## src/shared/or_ret_pkg.sv

```systemverilog
// constants and types for the or/return instruction execution block
package or_ret_pkg;
	localparam int DATA_W = 8;
	localparam int PC_W   = 13;

	// instruction group decoded upstream, one code per form
	typedef enum logic [2:0] {
		OP_NOP,
		OP_OR_MEM_TO_ACC,
		OP_OR_IMM_TO_ACC,
		or_into_memory_op,
		OP_RET,
		OP_RET_IMM,
		return_from_interrupt_op
	} op_t;

	localparam logic [DATA_W-1:0] ACC_RESET  = 8'h00;
	localparam logic [PC_W-1:0]   PC_RESET   = 13'h0000;
	localparam logic              ZERO_RESET = 1'b0;
	localparam logic              MIE_RESET  = 1'b0;
endpackage

```

## src/rtl/or_and_return_instruction_exec.sv

```systemverilog
// execution unit for no-op, or forms and return forms
//
// Operation
// (RL1) a no-op changes no register, memory or flag and the program counter steps on.
// (RL2) or of memory into accumulator writes acc|mem to the accumulator and updates zero.
// (RL3) or of immediate into accumulator writes acc|imm to the accumulator and updates zero.
// (RL4) or into memory writes acc|mem back to memory, keeps the accumulator, updates zero.
// (RL5) plain return pops the program counter and changes no flag.
// (RL6) return with immediate pops the counter and loads the immediate into the accumulator.
// (RL7) return from interrupt pops the counter, re-enables interrupts, and a pending one runs first.
// (RL8) return from interrupt sets the master enable to one without touching status flags.
// (RL9) the master enable gates every interrupt entry.
// (RL10) zero is set when an or result is zero and cleared otherwise; other flags stay.
`timescale 1ns/1ps
module or_and_return_instruction_exec (
	input  wire logic                            clk,
	input  wire logic                            resetn,
	input  wire logic                            exec_valid,
	input  wire or_ret_pkg::op_t                 exec_op,
	input  wire logic [or_ret_pkg::DATA_W-1:0]   imm_data,
	input  wire logic [or_ret_pkg::DATA_W-1:0]   mem_rdata,
	input  wire logic [or_ret_pkg::PC_W-1:0]     stack_top,
	input  wire logic [or_ret_pkg::PC_W-1:0]     isr_vector,
	input  wire logic                            irq_pending,
	input  wire logic                            mie_clear,
	output logic      [or_ret_pkg::DATA_W-1:0]   acc,
	output logic                                 zero_flag,
	output logic                                 master_interrupt_enable,
	output logic      [or_ret_pkg::PC_W-1:0]     pc,
	output logic                                 stack_pop,
	output logic                                 stack_push,
	output logic      [or_ret_pkg::PC_W-1:0]     stack_push_data,
	output logic                                 mem_we,
	output logic      [or_ret_pkg::DATA_W-1:0]   mem_wdata,
	output logic                                 isr_enter
);
	logic [or_ret_pkg::DATA_W-1:0] acc_r,  acc_nxt;
	logic                          zero_r, zero_nxt;
	logic                          mie_r,  mie_nxt;
	logic [or_ret_pkg::PC_W-1:0]   pc_r,   pc_nxt;
	logic                          pop_r,  pop_nxt;
	logic                          push_r, push_nxt;
	logic [or_ret_pkg::PC_W-1:0]   pdat_r, pdat_nxt;
	logic                          we_r,   we_nxt;
	logic [or_ret_pkg::DATA_W-1:0] wd_r,   wd_nxt;
	logic                          isr_r,  isr_nxt;
	logic [or_ret_pkg::DATA_W-1:0] or_mem, or_imm;
	logic [or_ret_pkg::PC_W-1:0]   ret_pc;

	// one zero test shared by the three or forms and their checks
	function automatic logic is_zero(input logic [or_ret_pkg::DATA_W-1:0] v);
		return v == 8'h00;
	endfunction

	// both or results are always formed; the case only picks one
	assign or_mem = acc_r | mem_rdata;
	assign or_imm = acc_r | imm_data;

	always_comb begin
		acc_nxt  = acc_r;
		zero_nxt = zero_r;
		mie_nxt  = mie_r;
		pc_nxt   = pc_r;
		pop_nxt  = 1'b0;
		push_nxt = 1'b0;
		pdat_nxt = pdat_r;
		we_nxt   = 1'b0;
		wd_nxt   = wd_r;
		isr_nxt  = 1'b0;
		ret_pc   = pc_r;
		// return from interrupt is decoded below the clear, so its set wins a shared cycle
		if (mie_clear) begin
			mie_nxt = 1'b0;
		end
		if (exec_valid) begin
			// wraps at the top of program space; there is no overflow flag
			pc_nxt = pc_r + 13'h0001; // [RL1]
			unique case (exec_op)
				or_ret_pkg::OP_NOP: begin
				end
				or_ret_pkg::OP_OR_MEM_TO_ACC: begin
					acc_nxt  = or_mem; // [RL2]
					zero_nxt = is_zero(or_mem); // [RL10]
				end
				or_ret_pkg::OP_OR_IMM_TO_ACC: begin
					acc_nxt  = or_imm; // [RL3]
					zero_nxt = is_zero(or_imm); // [RL10]
				end
				or_ret_pkg::or_into_memory_op: begin
					we_nxt   = 1'b1; // [RL4]
					wd_nxt   = or_mem;
					zero_nxt = is_zero(or_mem); // [RL10]
				end
				or_ret_pkg::OP_RET: begin
					pop_nxt = 1'b1; // [RL5]
					pc_nxt  = stack_top;
				end
				or_ret_pkg::OP_RET_IMM: begin
					pop_nxt = 1'b1; // [RL6]
					pc_nxt  = stack_top;
					acc_nxt = imm_data;
				end
				or_ret_pkg::return_from_interrupt_op: begin
					pop_nxt = 1'b1; // [RL7]
					mie_nxt = 1'b1; // [RL8]
					pc_nxt  = stack_top;
				end
				default: begin
				end
			endcase
		end
		ret_pc = pc_nxt;
		// pending interrupt wins over the next fetch, even right after a return
		// isr_r blocks a second entry in the very next cycle
		if (mie_nxt && irq_pending && !isr_r) begin // [RL9] [RL7]
			isr_nxt  = 1'b1;
			push_nxt = 1'b1;
			pdat_nxt = ret_pc;
			pc_nxt   = isr_vector;
			mie_nxt  = 1'b0;
		end
	end

	always_ff @(posedge clk or negedge resetn) begin
		if (!resetn) begin
			acc_r  <= or_ret_pkg::ACC_RESET;
			zero_r <= or_ret_pkg::ZERO_RESET;
			mie_r  <= or_ret_pkg::MIE_RESET;
			pc_r   <= or_ret_pkg::PC_RESET;
			pop_r  <= 1'b0;
			push_r <= 1'b0;
			pdat_r <= or_ret_pkg::PC_RESET;
			we_r   <= 1'b0;
			wd_r   <= or_ret_pkg::ACC_RESET;
			isr_r  <= 1'b0;
		end else begin
			acc_r  <= acc_nxt;
			zero_r <= zero_nxt;
			mie_r  <= mie_nxt;
			pc_r   <= pc_nxt;
			pop_r  <= pop_nxt;
			push_r <= push_nxt;
			pdat_r <= pdat_nxt;
			we_r   <= we_nxt;
			wd_r   <= wd_nxt;
			isr_r  <= isr_nxt;
		end
	end

	// every output is a bare flop, so no decode logic reaches the pins
	assign acc                     = acc_r;
	assign zero_flag               = zero_r;
	assign master_interrupt_enable = mie_r;
	assign pc                      = pc_r;
	assign stack_pop               = pop_r;
	assign stack_push              = push_r;
	assign stack_push_data         = pdat_r;
	assign mem_we                  = we_r;
	assign mem_wdata               = wd_r;
	assign isr_enter               = isr_r;
endmodule

```

## config.mk

```make
export PLATFORM = sky130hd
export DESIGN_NAME = or_and_return_instruction_exec
export DESIGN_NICKNAME = d
export VERILOG_FILES = /design/src/shared/or_ret_pkg.sv /design/src/rtl/or_and_return_instruction_exec.sv
export SDC_FILE = /design/constraint.sdc
export NUM_CORES = 1
export LEC_CHECK = 0
export ABC_AREA = 1
export BUFFER_PORTS_ARGS = -buffer_cell sky130_fd_sc_hd__buf_4
export CORE_ASPECT_RATIO = 0.8
export CORE_MARGIN = 3
export CORE_UTILIZATION = 50
export DETAILED_ROUTE_END_ITERATION = 16
export GPL_TIMING_DRIVEN = 0
export PLACE_DENSITY = 0.87
export SLEW_MARGIN = 20
export SYNTH_ARGS = -nofsm -noshare
export SYNTH_HDL_FRONTEND = slang
export SYNTH_SLANG_ARGS = --single-unit
```

## constraint.sdc

```tcl
create_clock -name clk -period 4.2 [get_ports clk]
set_clock_uncertainty 0.2 [all_clocks]
set_input_delay 0.63 -clock clk [delete_from_list [all_inputs] [get_ports clk]]
set_output_delay 0.63 -clock clk [all_outputs]
set_load 0.01 [all_outputs]
```

==> results of run 1 <==
==> cell usage in the layout (no fill, tap or decap), types with 3 or more instances in the layout <==
master / instances
sky130_fd_sc_hd__nand3_1: 22
sky130_fd_sc_hd__o22ai_1: 4
sky130_fd_sc_hd__o21ai_0: 35
sky130_fd_sc_hd__nand2_1: 128
sky130_fd_sc_hd__inv_2: 3
sky130_fd_sc_hd__nand4_1: 6
sky130_fd_sc_hd__nand3b_1: 3
sky130_fd_sc_hd__nor2_1: 37
sky130_fd_sc_hd__buf_4: 100
sky130_fd_sc_hd__or2_2: 7
sky130_fd_sc_hd__a31oi_1: 5
sky130_fd_sc_hd__clkbuf_8: 5
sky130_fd_sc_hd__a21oi_1: 6
sky130_fd_sc_hd__dfrtp_1: 47
sky130_fd_sc_hd__buf_2: 5
sky130_fd_sc_hd__inv_1: 36
sky130_fd_sc_hd__o211ai_1: 4
sky130_fd_sc_hd__nor3_1: 3
==> stage by stage <==
step	utilization, %	hold slack, ns	setup WS (ns)
2_1_floorplan	-	0.1344	2.436
3_5_place_dp	68.17	0.2647	2.137
6_report	69.59	0.1432	2.238
5_1_grt	69.59	0.1844	2.006
4_1_cts	69.59	0.1588	2.246
3_3_place_gp	68.17	0.2583	2.130
==> worst paths after layout <==
path | from | end | slack [ns] | cells past startpoint
max in group asynchronous | resetn | stack_push_data[8] | 3.25 | 1
max | pc[1] | stack_push_data[8] | 2.24 | 9
min reg2reg | mem_wdata[2] | mem_wdata[2] | 0.29 | 2
min | resetn | stack_push_data[11] | 0.14 | 1
max reg2reg | pc[1] | stack_push_data[8] | 2.24 | 9
min in group clk | mem_wdata[2] | mem_wdata[2] | 0.29 | 2
==> where the power goes <==
part           internal, mW  switching (mW)  total (mW)
registers             0.553          0.0870       0.640
clock network         0.111           0.143       0.254
logic                 0.246           0.267       0.513
total                 0.910           0.497        1.41
==> sequential cells by signal, indices dropped and copies added (netlist names) <==
register	flops
stack_pop	1
mem_we	1
stack_push_data	13
mem_wdata	8
zero_flag	1
acc	8
pc	13
isr_enter	1
master_interrupt_enable	1
==> logic make-up (layout without fill, tap and decap cells) <==
| group | count (synthesis) | in the layout | synth area share [%] |
|---|---|---|---|
| flops | 47 | 47 | 43.99 |
| fa+ha+maj | 1 | 1 | 0.4679 |
| simple gates | 212 | 212 | 34.30 |
| compound gates | 58 | 58 | 12.49 |
| buf+inv | 52 | 154 | 8.750 |
==> critical path, stage by stage, from the launching register on <==
cell and delay, ns:
sky130_fd_sc_hd__dfrtp_1 0.43, sky130_fd_sc_hd__ha_1 0.20, sky130_fd_sc_hd__nand2_1 0.10, sky130_fd_sc_hd__nor2_1 0.31, sky130_fd_sc_hd__nand2_1 0.08, sky130_fd_sc_hd__o21ai_0 0.26, sky130_fd_sc_hd__inv_1 0.09, sky130_fd_sc_hd__nand2_1 0.09
sky130_fd_sc_hd__nand4_1 0.08, sky130_fd_sc_hd__nand2_1 0.07
==> area by class of cell <==
type	instances	area share (%)
repair buffers	96	20.33
flip-flops and latches	47	33.18
well taps	62	2.188
inverters	40	4.306
clock buffers	6	2.047
multi-input cells	271	35.65
plain buffers	12	2.294
==> routing by layer <==
layer / up-vias / global-route usage, %
li1: 1385 / -
met1: 1272 / 37.58
met2: 119 / 36.12
met3: 13 / 4.598
met4: 0 / 6.474
met5: - / 0
==> impl_summary.log, run 1 <==
INFO  metric synthesis.area_per_instance = 7.227 um^2
INFO  metric pwr_density_cell = 396.9 nW/um^2
INFO  metric post_cts.repair.setup_buffers = 0
INFO  metric clk_root_buffer_cell = sky130_fd_sc_hd__clkbuf_8
INFO  metric top_sig_layer = met4
INFO  metric yosysTopAreaCellShare = 43.99%
INFO  metric tritoncts_clock_tree = yes
INFO  metric cts_resized = 0
INFO  metric drtAntennaViolNets = 0
INFO  metric synth_cell_types = 29
INFO  metric stdcell_count = 534
INFO  metric boundaryPins = 98
INFO  metric timing.critical_path.required = 4.23 ns
INFO  metric number_of_global_route_vias_before_repair = 2570
INFO  metric min_path_type = primary input to async pin
INFO  metric totalWireLength = 7.521 mm
INFO  metric top_post_synthesis_cells_by_area = sky130_fd_sc_hd__dfrtp_1 44%, sky130_fd_sc_hd__nand2_1 18%, sky130_fd_sc_hd__o21ai_0 6.6%
INFO  metric async_flop_share = 100.0%
INFO  metric initial_core_util = 52.49%
INFO  metric fillCellCount = 456
INFO  metric vdd_ir_drop_max = 0.2296 mV
INFO  metric timing.final.crit_share = 46.72%
INFO  metric worst_setup_path_start_kind = flip-flop
INFO  metric synth_fp_nets = 421
INFO  metric met3RoutedLength = 570 um
INFO  metric worst-endpoint-arrival = 1.99 ns
INFO  metric clk_path_buf_depth = 2
INFO  metric die_area = 6267 um^2
INFO  metric synthTopCellsByCount = 128 x sky130_fd_sc_hd__nand2_1, 47 x sky130_fd_sc_hd__dfrtp_1, 37 x sky130_fd_sc_hd__nor2_1
INFO  metric post_drt_via_cell_ratio = 5.223
INFO  metric max_clock_freq = 509.6 MHz
INFO  metric design_power_total = 1.407 mW
INFO  metric synth-warning-count = 0
INFO  metric drcViolationCount = 0
INFO  metric cp-end-kind = flip-flop
INFO  metric storage_element_area = 1176 um^2
INFO  metric detailroute.via_count = 2789
INFO  metric dp_cells = 528
INFO  metric max-cap-violations = 0
INFO  metric routed-wl-met2 = 3.342 mm
INFO  metric slew_viol_final = 0
INFO  metric dpl-instance-area = 3472 um^2
INFO  metric die_width = 87.76 um
INFO  metric pin_count_of_the_biggest_net_entering_global_routing = 48
INFO  metric core-area = 5094 um^2
INFO  metric cts_made_buffers = 5
INFO  metric setup_viol_count_final = 0
INFO  metric clock-sinks = 47
INFO  metric antenna_found_initial = 0
INFO  metric postLayoutCellArea = 3545 um^2
INFO  metric tns = 0 ns
INFO  metric rows = 23
INFO  metric synthMostInstantiatedCell = sky130_fd_sc_hd__nand2_1
INFO  metric count_of_endpoints_failing_hold_in_the_final_timing_report = 0
INFO  metric first_pass_grt_wire_length = 12.22 mm
INFO  metric antenna_cells_inserted = 0
INFO  metric place_hpwl = 5.871 mm
INFO  metric gp_congestion = 0.9444
INFO  metric clk_latency = 0.29 ns
INFO  metric timing.max_slew.rel_slack = 60.01%
INFO  metric final_net_count = 524
INFO  metric holdBufCountCts = 0
INFO  metric synth-edff-count = 0
INFO  metric fp.dieH = 71.41 um
INFO  metric htree_levels = 2
INFO  metric cp_max_fo = 6
INFO  metric numPortBuffers = 96
INFO  metric detailedRoute.firstIterationViolations = 205
INFO  metric post_synthesis_instance_area = 2674 um^2
INFO  metric outcome = complete, no violations
INFO  metric layout-drive-gt1-share = 27.75%
INFO  metric area_added_between_synthesis_and_finish = 32.57%
INFO  metric multiInputGateArea = 1264 um^2
INFO  metric drt-met1-wl = 3.505 mm
INFO  metric p_leak = 1.882 nW
INFO  metric yosysTopAreaCell = sky130_fd_sc_hd__dfrtp_1
INFO  metric syn-instance-count = 370
INFO  metric crit_type = flip-flop to flip-flop
INFO  metric sequential_share_of_the_synthesized_area = 43.99%
INFO  metric synth_ff_type = sky130_fd_sc_hd__dfrtp_1
INFO  metric synth-seq-cells = 47
INFO  metric detail_route.wl_per_cell = 14.08 um
INFO  metric drt_first_pass_iters = 6
INFO  metric groute.usage.overall = 24.69%
INFO  metric worst_slew_pin_slew = 0.5999 ns
INFO  metric global_route.overflow_total = 0
INFO  metric clk_pin_slew_worst_paths = 0.08 ns
INFO  metric unrepaired_setup_endpoints_after_global_routing = no
INFO  metric finalCriticalPeriod = 1.962 ns
Note: power is estimated with default switching activity, not from simulation.
==> inputs of run 2 (changes only) <==
clock period = 1.9 ns   (was 4.2 ns; I/O delays follow)
==> run 2 against run 1 <==
Register-to-register slack worse by 2.1 ns. Fmax up 8.8%. Wire length up 7.0%. Worst hold slack worse by 0.13 ns. Final area up 4.1%. Global-route usage up 1.2 points. Largest cell class unchanged. Critical path depth up 2. Clock power up 120%. Total power up 130%.
==> impl_summary.log, run 2 (synthesis gave the netlist of run 1 again) <==
INFO  metric worst_slew_pin_slew = 0.6065 ns (+0.006583 ns)
INFO  metric cp-end-kind = flip-flop
INFO  metric cts_made_buffers = 5 (unchanged)
INFO  metric min_path_type = primary input to flip-flop
INFO  metric totalWireLength = 8.049 mm (+7.0%)
INFO  metric boundaryPins = 98 (unchanged)
INFO  metric dpl-instance-area = 3472 um^2 (unchanged)
INFO  metric clock-sinks = 47 (unchanged)
INFO  metric antenna_found_initial = 0 (unchanged)
INFO  metric total_switching_power = 1.126 mW (+130%)
INFO  metric tns = 0 ns (unchanged)
INFO  metric timing.final.crit_share = 94.97% (+48 points)
INFO  metric r2r_setup_slack = 0.1 ns (-2.14 ns)
INFO  metric worst-r2r-cell-count = 11 (+2)
INFO  metric antenna_cells_inserted = 0 (unchanged)
INFO  metric tritoncts_clock_tree = yes
INFO  metric timing.critical_path.from = pc[0]
INFO  metric design_power_total = 3.166 mW (+130%)
INFO  metric p_leak = 1.945 nW (+3.3%)
INFO  metric timing.critical_path.required = 1.88 ns (-2.35 ns)
INFO  metric global_route.overflow_total = 0 (unchanged)
INFO  metric fraction_of_the_core_area_covered_by_cells_at_the_end_of_the_flow = 72.46% (+2.9 points)
INFO  metric worst_setup_path_start_kind = flip-flop
INFO  metric numPortBuffers = 96 (unchanged)
INFO  metric layout.cells.most_common = sky130_fd_sc_hd__nand2_1
INFO  metric htree_levels = 2 (unchanged)
INFO  metric pre_cts_ws = -0.03291 ns (-2.170 ns)
INFO  metric detail_route.wl_per_cell = 14.69 um (+4.3%)
INFO  metric cp_max_fo = 5 (-1)
INFO  metric unrepaired_setup_endpoints_after_global_routing = no
INFO  metric mostFrequentLayoutCells = 128 x sky130_fd_sc_hd__nand2_1, 103 x sky130_fd_sc_hd__buf_4, 47 x sky130_fd_sc_hd__dfrtp_1
INFO  metric number_of_global_route_vias_before_repair = 2686 (+4.5%)
INFO  metric initial_core_util = 52.49% (unchanged)
INFO  metric pwr_density_cell = 857.8 nW/um^2 (+120%)
INFO  metric detailroute.via_count = 2879 (+3.2%)
INFO  metric timing.max_slew.rel_slack = 59.57% (-0.44 points)
INFO  metric max_clock_freq = 554.2 MHz (+8.8%)
INFO  metric clk_path_buf_depth = 2 (unchanged)
INFO  metric place_hpwl = 5.871 mm (unchanged)
INFO  metric clk_root_buffer_cell = sky130_fd_sc_hd__clkbuf_8
INFO  metric count_of_endpoints_failing_hold_in_the_final_timing_report = 0 (unchanged)
INFO  metric postLayoutCellArea = 3691 um^2 (+4.1%)
INFO  metric switching_share = 35.56% (+0.24 points)
INFO  metric slew_viol_final = 0 (unchanged)
INFO  metric die_width = 87.76 um (unchanged)
INFO  metric first_pass_grt_wire_length = 12.79 mm (+4.6%)
INFO  metric area_added_between_synthesis_and_finish = 38.04%
INFO  metric max-cap-violations = 0 (unchanged)
INFO  metric detailedRoute.firstIterationViolations = 221 (+7.8%)
INFO  metric combPwrFrac = 37.5% (+1.0 points)
INFO  metric core-area = 5094 um^2 (unchanged)
INFO  metric share_clk_of_total_power = 17.8% (-0.3 points)
INFO  metric stdcell_count = 548 (+2.6%)
INFO  metric clk_pin_slew_worst_paths = 0.08 ns (about the same)
INFO  metric layout-drive-gt1-share = 28.19% (+0.44 points)
INFO  metric internal_power = 2.040 mW (+120%)
INFO  metric worst-endpoint-arrival = 1.79 ns (-0.20 ns)
INFO  metric crit_type = flip-flop to flip-flop
INFO  metric fp.dieH = 71.41 um (unchanged)
INFO  metric hold_depth = 3
INFO  metric timing.rr.end = stack_push_data[12]
INFO  metric outcome = complete, no violations
INFO  metric final_net_count = 538 (+2.7%)
INFO  metric finalCriticalPeriod = 1.805 ns (-0.1579 ns)
INFO  metric post_drt_via_cell_ratio = 5.254 (+0.59%)
INFO  metric setup_viol_count_final = 0 (unchanged)
INFO  metric timing.hold.ws = 0.008594 ns (-0.1346 ns)
INFO  metric drt_first_pass_iters = 5 (-1)
INFO  metric clk_latency = 0.29 ns (about the same)
INFO  metric endpoint = stack_push_data[12]
INFO  metric drtAntennaViolNets = 0 (unchanged)
INFO  metric r2r_start = pc[0]
INFO  metric drcViolationCount = 0 (unchanged)
INFO  metric vdd_ir_drop_max = 0.5175 mV (+130%)
INFO  metric gp_congestion = 0.9444 (unchanged)
INFO  metric groute.usage.overall = 25.88% (+1.2 points)
INFO  metric rows = 23 (unchanged)
INFO  metric die_area = 6267 um^2 (unchanged)
INFO  metric power_frac_seq = 44.7% (-0.8 points)
INFO  metric timing.final.ws_setup = 0.09548 ns (-2.142 ns)
INFO  metric pin_count_of_the_biggest_net_entering_global_routing = 48 (unchanged)
INFO  metric dp_cells = 528 (unchanged)
## run 2: metal layers
metal	wire [um]	vias to the layer above	GRT usage, %
li1	-	1418	-
met1	3675	1307	38.03
met2	3657	137	39.63
met3	598	17	4.483
met4	119	0	6.814
met5	0	-	0
## run 2: area by class of cell
cell class	instances	area (um^2)
inverter	40	152.6
sequential	47	1176
clock buffer	6	72.57
tap	62	77.57
buffer	12	81.33
timing repair buffer	110	853.3
multi-input combinational	271	1277
fill	428	1403
## run 2: how the worst min path moves through the flow
stage | from | slack [ns] | to
after CTS | isr_vector[7] | 0.00009 | pc[7]
after detailed placement | resetn | 0.14 | pc[11]
after floorplan | resetn | -0.21 | acc[0]
final | isr_vector[7] | 0.009 | pc[7]
after global routing | isr_vector[3] | 0.01 | pc[3]
after global placement | resetn | 0.13 | pc[11]
## run 2: repair_timing
item                                    CTS  global route
setup buffers                             0             3
hold buffers                             11             0
endpoints found under the setup margin    4             6
endpoints found under the hold margin    57             0
pin swaps                                 0             1
resized for setup                         1             4
## run 2: worst max-delay path, cell delays in order, from the launching register on
cell	delay [ns]
sky130_fd_sc_hd__dfrtp_1	0.42
sky130_fd_sc_hd__ha_1	0.19
sky130_fd_sc_hd__nand2_1	0.14
sky130_fd_sc_hd__nor2_4	0.19
sky130_fd_sc_hd__buf_4	0.13
sky130_fd_sc_hd__nand3_1	0.08
sky130_fd_sc_hd__nand2_1	0.08
sky130_fd_sc_hd__nand3_1	0.06
sky130_fd_sc_hd__nand2_1	0.06
sky130_fd_sc_hd__nand2_1	0.06
sky130_fd_sc_hd__nand2_1	0.06
sky130_fd_sc_hd__nand2_1	0.04
## run 2: power groups by stage
stage                     clock (mW)  combinational, mW  sequential, mW
final                          0.563               1.19            1.42
after global placement             0               1.11            1.42
after detailed placement           0               1.13            1.43
after floorplan                    0              0.452            1.51
after global routing           0.611               1.31            1.45
after CTS                      0.570               1.16            1.41
